**src/core/t1_tx_sync_pkg.sv**
```systemverilog
// Constants and types for the T1 transmit frame synchronizer.
// Assumes one framer instance per package user.
`default_nettype none
package t1_tx_sync_pkg;
    // Bus geometry
    localparam int ADDR_W = 14;
    localparam int IDX_W  = 12;
    // Register indices (byte address is four times the index)
    localparam logic [11:0] CTRL_THREE_IDX  = 12'h183;
    localparam logic [11:0] IO_CONFIG_IDX   = 12'h184;
    localparam logic [11:0] RESYNC_CTRL_IDX = 12'h18E;
    localparam logic [11:0] LATCHED_IDX     = 12'h192;
    localparam logic [11:0] LIVE_IDX        = 12'h196;
    localparam logic [11:0] IRQ_MASK_IDX    = 12'h1A2;
    localparam logic [11:0] FRAMER_STRIDE   = 12'h200;
    // Field positions
    localparam int FORMAT_BIT   = 2;
    localparam int PULSE_SEL_BIT = 0;
    localparam int DIR_BIT      = 2;
    localparam int THRESH_LSB   = 0;
    localparam int RESYNC_BIT   = 2;
    localparam int LOSS_BIT     = 0;
    localparam int SEARCH_BIT   = 0;
    localparam int IDLE_BIT     = 1;
    // Reset values
    localparam logic [7:0] CTRL_THREE_RST  = 8'h00;
    localparam logic [7:0] IO_CONFIG_RST   = 8'h00;
    localparam logic [7:0] RESYNC_CTRL_RST = 8'h01;
    localparam logic [7:0] IRQ_MASK_RST    = 8'h00;
    // Framing geometry
    localparam logic [7:0] LAST_BIT      = 8'hC0;
    localparam logic [4:0] D4_LAST_FRAME  = 5'h0B;
    localparam logic [4:0] ESF_LAST_FRAME = 5'h17;
    // D4 F-bit sequence, frame 1 in bit 0
    localparam logic [11:0] D4_PATTERN = 12'h3B1;
    // ESF FPS sequence, frame 4 in bit 0
    localparam logic [5:0] ESF_FPS = 6'h34;
    localparam int SYNC_HITS = 6;
    // Synchronizer states, Gray along idle-hunt-sync
    typedef enum logic [1:0] {
        ST_IDLE = 2'b00,
        ST_HUNT = 2'b01,
        ST_SYNC = 2'b11
    } sync_state_t;
    // Two-way pin drive
    typedef struct packed {
        logic out;
        logic oe_n;
    } pin_drive_t;
    // Decoded configuration
    typedef struct packed {
        logic       esf;
        logic       mfPulse;
        logic       pinOut;
        logic [1:0] errThresh;
    } sync_cfg_t;
endpackage
`default_nettype wire

```
**src/core/t1_tx_sync.sv**
```systemverilog
// Transmit frame synchronizer for one T1 framer, with Avalon-MM registers.
// Assumes serial data and its bit strobe are synchronous to sys_clk.
`default_nettype none

// Summary of operation
// - Find frame and multiframe boundaries in serial input
// - Format bit picks D4 or ESF search
// - Resync control register sets loss and resync
// - Latch frame loss status on sync loss
// - Live flag high while hunting alignment
// - Unmasked latched loss drives low interrupt
// - Frame pulse on sync pin when output
// - Pulse select gives multiframe pulse instead
// - Idle while elastic store or interleaved mode
// - Framing pattern only, no CRC checks
// - No signaling multiframe search
// - Framer registers offset by framer stride
module t1_tx_sync #(
    parameter int FRAMER_INDEX = 1,
    parameter int SYNC_HITS    = t1_tx_sync_pkg::SYNC_HITS
) (
    // Clock and reset
    input  wire logic                      sys_clk,
    input  wire logic                      rst_n,
    // Avalon-MM slave
    input  wire logic [t1_tx_sync_pkg::ADDR_W-1:0] avs_address,
    input  wire logic                      avs_read,
    input  wire logic                      avs_write,
    input  wire logic [31:0]               avs_writedata,
    input  wire logic [3:0]                avs_byteenable,
    output logic      [31:0]               avs_readdata,
    output logic                           avs_waitrequest,
    // Serial system data
    input  wire logic                      txSerialIn,
    input  wire logic                      txBitStrobe,
    // Elastic store state
    input  wire logic                      elasticStoreEn,
    input  wire logic                      interleaved_bus_mode,
    // Sync pin, flags and interrupt
    input  wire logic                      txFramePulseIn,
    output t1_tx_sync_pkg::pin_drive_t     tx_frame_pulse_pin,
    output logic                           tx_frame_search_live,
    output logic                           interrupt_out_n
);
    import t1_tx_sync_pkg::*;

    // Framer base index
    localparam logic [IDX_W-1:0] BASE =
        IDX_W'(int'(FRAMER_STRIDE) * (FRAMER_INDEX - 1));
    localparam logic [2:0] HITS_LAST = 3'(SYNC_HITS - 1);

    // Register select codes
    localparam logic [2:0] SEL_NONE = 3'h0;
    localparam logic [2:0] SEL_CTRL = 3'h1;
    localparam logic [2:0] SEL_IO   = 3'h2;
    localparam logic [2:0] SEL_RSC  = 3'h3;
    localparam logic [2:0] SEL_LAT  = 3'h4;
    localparam logic [2:0] SEL_LIVE = 3'h5;
    localparam logic [2:0] SEL_MASK = 3'h6;

    // Address to register select
    function automatic logic [2:0] regSel(
        input logic [ADDR_W-1:0] addr);
        logic [IDX_W-1:0] idx;
        idx = addr[ADDR_W-1:2] - BASE;
        unique case (idx)
            CTRL_THREE_IDX:  regSel = SEL_CTRL;
            IO_CONFIG_IDX:   regSel = SEL_IO;
            RESYNC_CTRL_IDX: regSel = SEL_RSC;
            LATCHED_IDX:     regSel = SEL_LAT;
            LIVE_IDX:        regSel = SEL_LIVE;
            IRQ_MASK_IDX:    regSel = SEL_MASK;
            default:         regSel = SEL_NONE;
        endcase
    endfunction

    // Expected F bit: {checked, value}
    function automatic logic [1:0] fExpect(
        input logic esf, input logic [4:0] frame);
        if (!esf) begin
            fExpect = {1'b1, D4_PATTERN[frame[3:0]]};
        end else if (frame[1:0] == 2'h3) begin
            // Only FPS frames; CRC and link bits skipped
            fExpect = {1'b1, ESF_FPS[frame[4:2]]};
        end else begin
            fExpect = 2'b00;
        end
    endfunction

    // Registers seen by software
    logic [7:0]  ctrlThree;      // Format select lives here
    logic [7:0]  ioConfig;       // Pin direction, pulse select
    logic [7:0]  resyncCtrl;     // Loss threshold, resync
    logic        lossLatched;    // Sticky frame loss
    logic [7:0]  irqMask;        // Interrupt enables
    logic        ack;            // Second cycle of access
    logic [31:0] readData;       // Held read word
    logic        irqN;           // Registered interrupt

    logic [7:0]  next_ctrlThree;
    logic [7:0]  next_ioConfig;
    logic [7:0]  next_resyncCtrl;
    logic        next_lossLatched;
    logic [7:0]  next_irqMask;
    logic        next_ack;
    logic [31:0] next_readData;
    logic        next_irqN;

    // Synchronizer state
    sync_state_t state;
    sync_state_t next_state;
    logic [7:0]  bitPos;         // Bit within frame
    logic [7:0]  next_bitPos;
    logic [4:0]  framePos;       // Frame within multiframe
    logic [4:0]  next_framePos;
    logic [2:0]  hits;           // Good F bits in hunt
    logic [2:0]  next_hits;
    logic [2:0]  errs;           // Bad F bits in a row
    logic [2:0]  next_errs;
    logic        pulse;          // Recovered pulse
    logic        next_pulse;
    logic        lossEvent;      // Sync dropped this cycle

    // Decoded bus terms
    sync_cfg_t   cfg;
    logic        busReq;
    logic        accept;
    logic        wrLow;
    logic        rdLatch;
    logic        resyncReq;
    logic        disabled;
    logic [2:0]  sel;
    logic [1:0]  fx;
    logic        fBit;

    assign busReq  = avs_read | avs_write;
    // Accept on the edge where waitrequest is low
    assign accept  = busReq & ack;
    assign sel     = regSel(avs_address);
    assign wrLow   = avs_write & accept & avs_byteenable[0];
    assign rdLatch = avs_read & accept & (sel == SEL_LAT);
    // Writing one to the resync bit asks for a new hunt
    assign resyncReq = wrLow & (sel == SEL_RSC)
                     & avs_writedata[RESYNC_BIT];
    // Elastic store paths bypass the synchronizer
    assign disabled = elasticStoreEn
                    | interleaved_bus_mode;

    assign cfg.esf       = ctrlThree[FORMAT_BIT];
    assign cfg.mfPulse   = ioConfig[PULSE_SEL_BIT];
    assign cfg.pinOut    = ioConfig[DIR_BIT];
    assign cfg.errThresh = resyncCtrl[THRESH_LSB+1:THRESH_LSB];

    assign fx   = fExpect(cfg.esf, framePos);
    // A framing bit position that is checked
    assign fBit = txBitStrobe & (bitPos == 8'h00) & fx[1];

    // Outputs
    assign avs_waitrequest = busReq & ~ack;
    assign avs_readdata    = readData;
    assign interrupt_out_n = irqN;
    assign tx_frame_search_live = (state == ST_HUNT);
    // Pin drives only when software made it an output
    assign tx_frame_pulse_pin.out  = pulse;
    assign tx_frame_pulse_pin.oe_n = ~cfg.pinOut;

    // Register file next values
    always_comb begin
        next_ctrlThree  = ctrlThree;
        next_ioConfig   = ioConfig;
        next_resyncCtrl = resyncCtrl;
        next_irqMask    = irqMask;
        next_readData   = readData;
        // One wait state keeps read data from a flop
        next_ack        = busReq & ~ack;
        if (wrLow) begin
            unique case (sel)
                SEL_CTRL: next_ctrlThree = avs_writedata[7:0];
                SEL_IO:   next_ioConfig  = avs_writedata[7:0];
                SEL_RSC: begin
                    // Resync bit is a strobe and reads zero
                    next_resyncCtrl = avs_writedata[7:0];
                    next_resyncCtrl[RESYNC_BIT] = 1'b0;
                end
                SEL_MASK: next_irqMask = avs_writedata[7:0];
                default: ;
            endcase
        end
        if (busReq & ~ack) begin
            next_readData = 32'h0000_0000;
            unique case (sel)
                SEL_CTRL: next_readData[7:0] = ctrlThree;
                SEL_IO:   next_readData[7:0] = ioConfig;
                SEL_RSC:  next_readData[7:0] = resyncCtrl;
                SEL_LAT:  next_readData[LOSS_BIT] = lossLatched;
                SEL_LIVE: begin
                    next_readData[SEARCH_BIT] = (state == ST_HUNT);
                    next_readData[IDLE_BIT]   = (state == ST_IDLE);
                end
                SEL_MASK: next_readData[7:0] = irqMask;
                default:  next_readData = 32'h0000_0000;
            endcase
        end
        // A loss in the clearing cycle still sets the bit
        next_lossLatched = (lossLatched & ~rdLatch)
                         | lossEvent;
        next_irqN = ~(next_lossLatched
                  & next_irqMask[LOSS_BIT]);
    end

    // Register file flops
    always_ff @(posedge sys_clk) begin
        if (!rst_n) begin
            ctrlThree   <= CTRL_THREE_RST;
            ioConfig    <= IO_CONFIG_RST;
            resyncCtrl  <= RESYNC_CTRL_RST;
            lossLatched <= 1'b0;
            irqMask     <= IRQ_MASK_RST;
            ack         <= 1'b0;
            readData    <= 32'h0000_0000;
            irqN        <= 1'b1;
        end else begin
            ctrlThree   <= next_ctrlThree;
            ioConfig    <= next_ioConfig;
            resyncCtrl  <= next_resyncCtrl;
            lossLatched <= next_lossLatched;
            irqMask     <= next_irqMask;
            ack         <= next_ack;
            readData    <= next_readData;
            irqN        <= next_irqN;
        end
    end

    // Frame search; only F-bit patterns, no signaling
    // multiframe, so a CAS boundary is never reported
    always_comb begin
        next_state    = state;
        next_bitPos   = bitPos;
        next_framePos = framePos;
        next_hits     = hits;
        next_errs     = errs;
        next_pulse    = pulse;
        lossEvent     = 1'b0;
        // Count bits and frames on each strobe
        if (txBitStrobe) begin
            next_bitPos = (bitPos == LAST_BIT) ? 8'h00
                        : bitPos + 8'h01;
            if (bitPos == LAST_BIT) begin
                if (framePos == (cfg.esf ? ESF_LAST_FRAME
                                         : D4_LAST_FRAME)) begin
                    next_framePos = 5'h00;
                end else begin
                    next_framePos = framePos + 5'h01;
                end
            end
            // Pulse lasts one bit time at the F bit
            next_pulse = (state == ST_SYNC) & (bitPos == 8'h00)
                & (~cfg.mfPulse | (framePos == 5'h00));
        end
        unique case (state)
            ST_IDLE: begin
                next_hits   = 3'h0;
                next_errs   = 3'h0;
                next_pulse  = 1'b0;
                next_state  = ST_HUNT;
            end
            ST_HUNT: begin
                if (fBit) begin
                    if (txSerialIn == fx[0]) begin
                        next_hits = hits + 3'h1;
                        if (hits == HITS_LAST) begin
                            next_state = ST_SYNC;
                            next_errs  = 3'h0;
                        end
                    end else begin
                        // Slip one bit: try the next position
                        next_bitPos = bitPos;
                        next_hits   = 3'h0;
                    end
                end
            end
            ST_SYNC: begin
                if (fBit) begin
                    if (txSerialIn == fx[0]) begin
                        next_errs = 3'h0;
                    end else begin
                        next_errs = errs + 3'h1;
                        // Threshold field holds errors minus one
                        if (errs[1:0] == cfg.errThresh) begin
                            next_state = ST_HUNT;
                            next_hits  = 3'h0;
                            lossEvent  = 1'b1;
                        end
                    end
                end
                if (resyncReq) begin
                    next_state = ST_HUNT;
                    next_hits  = 3'h0;
                    lossEvent  = 1'b1;
                end
            end
            default: next_state = ST_IDLE;
        endcase
        // Disable overrides the state, the pulse and the loss event
        if (disabled) begin
            next_state = ST_IDLE;
            next_pulse = 1'b0;
            lossEvent  = 1'b0;
        end
    end

    // Synchronizer flops
    always_ff @(posedge sys_clk) begin
        if (!rst_n) begin
            state    <= ST_IDLE;
            bitPos   <= 8'h00;
            framePos <= 5'h00;
            hits     <= 3'h0;
            errs     <= 3'h0;
            pulse    <= 1'b0;
        end else begin
            state    <= next_state;
            bitPos   <= next_bitPos;
            framePos <= next_framePos;
            hits     <= next_hits;
            errs     <= next_errs;
            pulse    <= next_pulse;
        end
    end
endmodule // t1_tx_sync
`default_nettype wire

```
**config.mk**
```make
export PLATFORM = sky130hd
export DESIGN_NAME = t1_tx_sync
export DESIGN_NICKNAME = d
export VERILOG_FILES = /design/src/core/t1_tx_sync_pkg.sv /design/src/core/t1_tx_sync.sv
export SDC_FILE = /design/constraint.sdc
export NUM_CORES = 1
export LEC_CHECK = 0
export BUFFER_PORTS_ARGS = -buffer_cell sky130_fd_sc_hd__clkbuf_2
export CORE_MARGIN = 5
export CORE_UTILIZATION = 53
export CTS_BUF_LIST = sky130_fd_sc_hd__clkbuf_16
export CTS_CLUSTER_SIZE = 24
export DETAILED_ROUTE_END_ITERATION = 10
export GPL_TIMING_DRIVEN = 0
export HOLD_SLACK_MARGIN = 0.03
export PLACE_DENSITY = 0.78
export REMOVE_ABC_BUFFERS = 1
export SYNTH_ARGS = -nofsm -noshare
export SYNTH_HDL_FRONTEND = slang
export SYNTH_SLANG_ARGS = --single-unit
```
**constraint.sdc**
```tcl
create_clock -name sys_clk -period 2.16 [get_ports sys_clk]
set_input_delay 0.216 -clock sys_clk [delete_from_list [all_inputs] [get_ports sys_clk]]
set_output_delay 0.216 -clock sys_clk [all_outputs]
set_load 0.01 [all_outputs]
```
==> run_results.csv, run 1 <==
group,metric,value,unit
run_status,outcome,"complete, no violations",
synth,synth_area_per_cell,8.33,sq um
critical_path,cp.required,2420,ps
timing,rsz0062_at_grt,"false",
placed_design,dp_hpwl,5860,microns
route,wl_per_cell,15.6,microns
layout,regArea,0.00130,sq mm
clocking,cts_tree,"done",
layout,final_nets,531,
critical_path,critPathLaunchType,"flip-flop",
route,drc,0,
synth,synth_seq_cells,65,
synth,ys.flop_type,"dfxtp_1",
timing,period_needed,2020,ps
clocking,cts-buffers-inserted,9,
placed_design,post_dp_cell_area,0.00373,sq mm
global_routing,grt_overflow,0,
timing,finalHoldViolCount,0,
layout,fin_area,0.00409,sq mm
critical_path,worstReg2RegStart,"framePos[1]",
critical_path,critPathKind,"flip-flop to flip-flop",
pwr,vdd_ir_drop_max,492,uV
synth,yosys_warnings,0,
route,wl,8610,microns
critical_path,cp_slowest_cell,"or4_1",
placed_design,port_buffers,41,
layout,syn2layout_area_growth,12.6,%
pwr,p_leak,1.69,nW
critical_path,crit_buf_inv,0,
global_routing,grt_pass1_wl,14600,microns
timing,finalSetupViolations,0,
critical_path,end_kind,"flip-flop",
route,vias,3318,
route,drt-vias-per-instance,6.02,
critical_path,cp.arrival,2280,ps
critical_path,cp_top_family,"simple AND/OR/NAND/NOR gates",
timing,slew_headroom,15.5,%
die,io_pins,96,
global_routing,grt_antenna_before_repair,0,
global_routing,grt.total_usage,21.0,%
critical_path,worstRegToRegCells,6,
critical_path,crit_fanout,7,
critical_path,crit_chain,"ha_2 -> nand3_1 -> and3_1 -> or2_4 -> or4_1 -> a21oi_1",
global_routing,grt_pass1_vias,3112,
synth,synth_area,0.00363,sq mm
die,start_util,54.0,%
critical_path,timing.rr.end,"state[1]",
min_path,min_path_cells,3,
layout,multi_input_area,0.00213,sq mm
global_routing,grt_max_degree,42,
timing,period_share,93.4,%
min_path,min_to,"irqMask[6]",
critical_path,cpPeakStageDelay,510,ps
synth,yosysSeqAreaShare,35.8,%
clocking,hold_buffers,0,
layout,fillers,576,
clocking,cts_buffer_depth,2,
layout,fin_util,60.8,%
die,num_rows,30,
min_path,hp-start,"avs_writedata[6]",
clocking,clkLatencyLatePin,330,ps
synth,synth_edf_count,0,
synth,postSynth.asyncResetShare,0,%
critical_path,rrSetupSlack,140,ps
layout,drive_gt1_share,16.3,%
run,maxCapViolCount,0,
layout,layout_commonest_cell,"dfxtp_1",
timing,clock-skew-final,7.45,ps
layout,num_antenna_cells,0,
route,final_antenna_net_count,0,
route,drt-pass1-iter-count,5,
die,die_x,92.8,microns
die,die_area,0.00860,sq mm
synth,ys_types,64,
timing,max_freq,0.496,GHz
pwr,cellPowerDensity,701,mW/mm^2
placed_design,gp_congestion,0.953,
route,drt_iter0_markers,253,
clocking,clock-sinks,65,
synth,syn_inst,436,
clocking,ctsHtreeMaxLevel,3,
clocking,clk_pin_slew,50,ps
clocking,cts-root-buf,"clkbuf_16",
timing,worstMarginPinSlew,1270,ps
die,core,0.00672,sq mm
layout,most-common-layout-cells,"65 x dfxtp_1, 41 x clkbuf_2, 37 x nor2_1",
timing,drv_slew,0,
die,die_h,92.8,microns
min_path,hold_class,"input port to flip-flop",
-- power by group --
group | switching (mW) | internal (mW)
registers | 0.0115 | 1.21
clock network | 0.524 | 0.889
logic | 0.155 | 0.0720
-- per-layer routing --
metal / GRT usage [%] / share of wire (%) / vias to the layer above
li1: - / - / 1614
met2: 33.8 / 47 / 152
met1: 27.0 / 44 / 1536
met5: 0 / 0 / -
met4: 7.33 / 1.7 / 0
met3: 6.01 / 7.7 / 16
-- worst max-delay path by stage --
stage / startpoint / cells after the start / end / slack (ps)
global placement: avs_address[11] / 6 / avs_readdata[3] / -400
finish: framePos[1] / 6 / state[1] / 140
global route: framePos[0] / 6 / state[1] / 9
CTS: avs_address[11] / 6 / avs_readdata[5] / 4
detailed placement: avs_address[11] / 6 / avs_readdata[5] / -470
floorplan: avs_address[11] / 5 / avs_readdata[3] / 100
-- cells in the mapped netlist (all sizes together) (7+ instances only) --
| cell | instances | area share [%] |
|---|---|---|
| and3 | 14 | 2.4 |
| dfxtp | 65 | 36 |
| nor2 | 37 | 3.8 |
| o21ai | 24 | 3.3 |
| a21boi | 7 | 1.4 |
| buf | 32 | 6.4 |
| mux2i | 19 | 5.2 |
| nand3 | 29 | 4.0 |
| nand2 | 32 | 3.3 |
| nand4 | 10 | 1.7 |
| inv | 9 | 0.93 |
| clkbuf | 15 | 1.6 |
| a21oi | 35 | 4.8 |
-- registers in the layout, indices dropped and copies added (netlist names), named ones only --
register	cells
state	2
resyncCtrl	7
ctrlThree	8
lossLatched	1
irqMask	8
errs	2
ioConfig	8
hits	3
avs_readdata	8
pulse	1
ack	1
interrupt_out_n	1
framePos	5
bitPos	8
-- kinds of logic after synthesis --
logic type	Yosys count	synth area share, %
other	1	0.103
DFF	65	35.8
muxes	19	5.24
AOI/OAI and AO/OA	108	18.9
buffers and inverters	57	9.07
and+or+nand+nor	174	27.3
adders and majority gates	6	2.07
xor gates and xnor gates	6	1.45
-- timing repair --
item	CTS	global route
setup endpoints to repair	28	26
resized for setup	6	6
pin swaps	0	3
setup buffers	0	2
-- per-stage QoR --
step | instances | worst slack (ps) | TNS [ps] | power [mW] | hold WS [ps]
after floorplan | 412 | 100 | 0 | 1.37 | 278
after global placement | 533 | -403 | -7150 | 1.46 | 439
after detailed placement | 533 | -468 | -9300 | 1.46 | 444
after CTS | 549 | 4.35 | 0 | 2.87 | 170
after global routing | 551 | 8.69 | 0 | 2.97 | 180
final | 551 | 144 | 0 | 2.86 | 172
-- area by class of cell --
| cell class | instances | area share, % |
|---|---|---|
| clock inverters | 7 | 1.71 |
| inverters | 10 | 0.919 |
| repair buffers | 43 | 5.39 |
| clock buffers | 9 | 5.51 |
| flip-flops and latches | 65 | 31.8 |
| well taps | 80 | 2.45 |
| multi-input cells | 337 | 52.2 |
-- worst register-to-register path, cell delays in order (launching register included) --
cell and delay (ps):
dfxtp_1 380, ha_2 250, nand3_1 120, and3_1 270
or2_4 310, or4_1 510, a21oi_1 130
(Power assumes the default switching activity.)
==> run 2, diff against run 1 <==
--- a/config.mk
+++ b/config.mk
@@ -5,15 +5,17 @@
 export SDC_FILE = /design/constraint.sdc
 export NUM_CORES = 1
 export LEC_CHECK = 0
+export ABC_AREA = 1
 export BUFFER_PORTS_ARGS = -buffer_cell sky130_fd_sc_hd__clkbuf_2
 export CORE_MARGIN = 5
-export CORE_UTILIZATION = 53
-export CTS_BUF_LIST = sky130_fd_sc_hd__clkbuf_16
+export CORE_UTILIZATION = 55
+export CTS_BUF_LIST = sky130_fd_sc_hd__clkbuf_4
 export CTS_CLUSTER_SIZE = 24
 export DETAILED_ROUTE_END_ITERATION = 10
+export GPL_ROUTABILITY_DRIVEN = 0
 export GPL_TIMING_DRIVEN = 0
 export HOLD_SLACK_MARGIN = 0.03
-export PLACE_DENSITY = 0.78
+export PLACE_DENSITY = 0.81
 export REMOVE_ABC_BUFFERS = 1
 export SYNTH_ARGS = -nofsm -noshare
 export SYNTH_HDL_FRONTEND = slang
==> run_results.csv, run 2 <==
group,metric,value,unit
synth,synth_seq_cells,65,
timing,setup_tns,0,ps
die,core,0.00642,sq mm
critical_path,critPathLaunchType,"flip-flop",
global_routing,grt.total_usage,19.8,%
layout,drive_gt1_share,19.2,%
clocking,cts-root-buf,"clkbuf_4",
clocking,hold_buffers,0,
synth,synth.area.top_cells,"dfxtp_1 35%, nand2_1 8.6%, nand3_1 6.1%, inv_1 5.5%, nor2_1 5.4%",
route,drc,0,
route,vias,3330,
pwr,vdd_ir_drop_max,341,uV
critical_path,cp.required,2470,ps
timing,finalHoldViolCount,0,
die,die_area,0.00845,sq mm
timing,clock-skew-final,12.8,ps
synth,post-synth-top-count-cell,"nand2_1",
route,wl_per_cell,13.1,microns
die,num_rows,29,
global_routing,use_met1,24.3,%
global_routing,grt_max_degree,29,
run,maxCapViolCount,0,
global_routing,grt_antenna_before_repair,0,
critical_path,worstRegToRegCells,6,
route,drt_iter0_markers,163,
global_routing,use_met2,35.2,%
route,wl,8200,microns
placed_design,port_buffers,41,
synth,synth_edf_count,0,
pwr,total_power,2.20,mW
timing,drv_slew,0,
critical_path,crit_chain,"nor2_1 -> inv_1 -> a21oi_1 -> nand3b_1 -> nand2_1 -> inv_1",
global_routing,grtUsageMet3,2.21,%
synth,ys_types,41,
timing,slew_headroom,40.0,%
synth,syn_inst,510,
min_path,min_path_cells,3,
layout,syn2layout_area_growth,6.51,%
synth,ys.flop_type,"dfxtp_1",
critical_path,crit_buf_inv,2,
route,drt-pass1-iter-count,4,
die,start_util,57.5,%
timing,period_share,90.7,%
synth,postSynth.asyncResetShare,0,%
clocking,ctsHtreeMaxLevel,3,
critical_path,worstReg2RegStart,"ack",
die,die_h,91.9,microns
critical_path,cp.arrival,2270,ps
critical_path,crit_fanout,11,
layout,multi_input_area,0.00196,sq mm
critical_path,timing.rr.end,"avs_readdata[0]",
synth,synth_top_cell_area_share,35.3,%
layout,final_nets,612,
clocking,clock-sinks,65,
clocking,post_cts_buffers,0,
route,final_antenna_net_count,0,
layout,layout_commonest_cell,"nand2_1",
global_routing,grt_pass1_vias,3137,
layout,num_antenna_cells,0,
critical_path,end_kind,"flip-flop",
synth,synth_area,0.00369,sq mm
layout,fillers,583,
critical_path,rrSetupSlack,200,ps
layout,regArea,0.00130,sq mm
clocking,clkLatencyLatePin,400,ps
timing,fin_ws,201,ps
synth,synth_area_per_cell,7.23,sq um
clocking,clk_pin_slew,110,ps
layout,most-common-layout-cells,"85 x nand2_1, 65 x dfxtp_1, 54 x inv_1",
placed_design,post_dp_cell_area,0.00381,sq mm
pwr,p_leak,1.75,nW
synth,yosysSeqAreaShare,35.3,%
placed_design,dp_slack,218,ps
clocking,cts_tree,"done",
min_path,min_to,"irqMask[4]",
route,drt-vias-per-instance,5.30,
global_routing,grt_pass1_wl,13800,microns
layout,fin_area,0.00393,sq mm
layout,fin_util,61.2,%
min_path,hold_class,"input port to flip-flop",
clocking,cts_buffer_depth,2,
critical_path,cp.depth,6,
run_status,outcome,"complete, no violations",
placed_design,dp_hpwl,5900,microns
die,die_x,91.9,microns
clocking,cts_resized,0,
timing,finalSetupViolations,0,
critical_path,cp_top_family,"simple AND/OR/NAND/NOR gates",
min_path,hp-start,"avs_writedata[4]",
synth,yosysTopAreaCell,"dfxtp_1",
die,io_pins,96,
timing,period_needed,1960,ps
timing,max_freq,0.510,GHz
critical_path,critPathKind,"flip-flop to flip-flop",
clocking,cts-buffers-inserted,9,
synth,ys_top_cells_by_count,"85 x nand2_1, 65 x dfxtp_1, 54 x inv_1",
timing,rsz0062_at_grt,"false",
synth,yosys_warnings,0,
critical_path,cp_slowest_cell,"nor2_1",
critical_path,cpPeakStageDelay,690,ps
timing,worstMarginPinSlew,897,ps
pwr,cellPowerDensity,560,mW/mm^2
critical_path,crit_top_cell,"inv_1",
global_routing,busiest_layer,"met2",
global_routing,grt_overflow,0,
## run 2: cell types whose count changed in the layout (fill, tap and decap cells not counted), moves of 8 or more
cell | before | now
clkbuf_4 | 0 | 10
inv_1 | 9 | 54
inv_2 | 0 | 8
nand3_1 | 28 | 45
and3_1 | 13 | 1
clkbuf_16 | 9 | 0
nor2_2 | 0 | 8
nand4_1 | 10 | 18
nor3_1 | 2 | 10
nand2_1 | 32 | 85
a211oi_1 | 2 | 11
mux2i_1 | 19 | 0
nor2_1 | 37 | 53
## run 2: final cells by class
class | instances | area share, %
Sequential cell | 65 | 33.1
Tap cell | 77 | 2.45
Timing Repair Buffer | 41 | 5.22
Clock buffer | 10 | 1.91
Inverter | 65 | 6.27
Clock inverter | 5 | 1.21
Multi-Input combinational cell | 365 | 49.8
## run 2: tightest hold or removal path: cells and delay by family
family | cells | cell delay [ps]
buffers and inverters | 2 | 180
AOI/OAI and AO/OA | 1 | 60
## run 2: where the power goes
part,switching (mW),internal [mW],leakage (nW)
Combinational,0.156,0.0615,1.16
Sequential,0.00992,1.21,0.525
Clock,0.416,0.349,0.0711
## run 2: worst max-delay path by stage
stage                           end  slack, ps       from
finish              avs_readdata[0]        200        ack
floorplan                 flip-flop        630  bitPos[0]
detailed placement  avs_readdata[0]        220  avs_write
CTS                 avs_readdata[0]        230        ack
global placement    avs_readdata[0]        230   avs_read
global route        avs_readdata[0]         60        ack
## run 2: logic make-up (layout without fill, tap and decap cells)
family,Yosys count,in the layout,synth area share (%)
buffers and inverters,103,121,14.0
and+or+nand+nor,249,249,34.1
AOI/OAI and AO/OA,80,80,13.1
other,1,24,0.102
xor gates and xnor gates,6,6,1.42
DFF,65,65,35.3
adders and majority gates,6,6,2.03
## run 2: metrics by stage
| step | hold WS [ps] | std cells |
|---|---|---|
| after global routing | 90.0 | 628 |
| after CTS | 90.7 | 628 |
| after detailed placement | 441 | 613 |
| after global placement | 436 | 613 |
| final | 100 | 628 |
| after floorplan | 315 | 495 |
## run 2: layer usage
layer  share of wire [%]  vias to the layer above  wire, microns
met5                   0                        -              0
met4                 1.8                        0            150
met3                 5.5                       15            449
met2                  49                      101           4050
met1                  43                     1522           3540
li1                    -                     1692              -
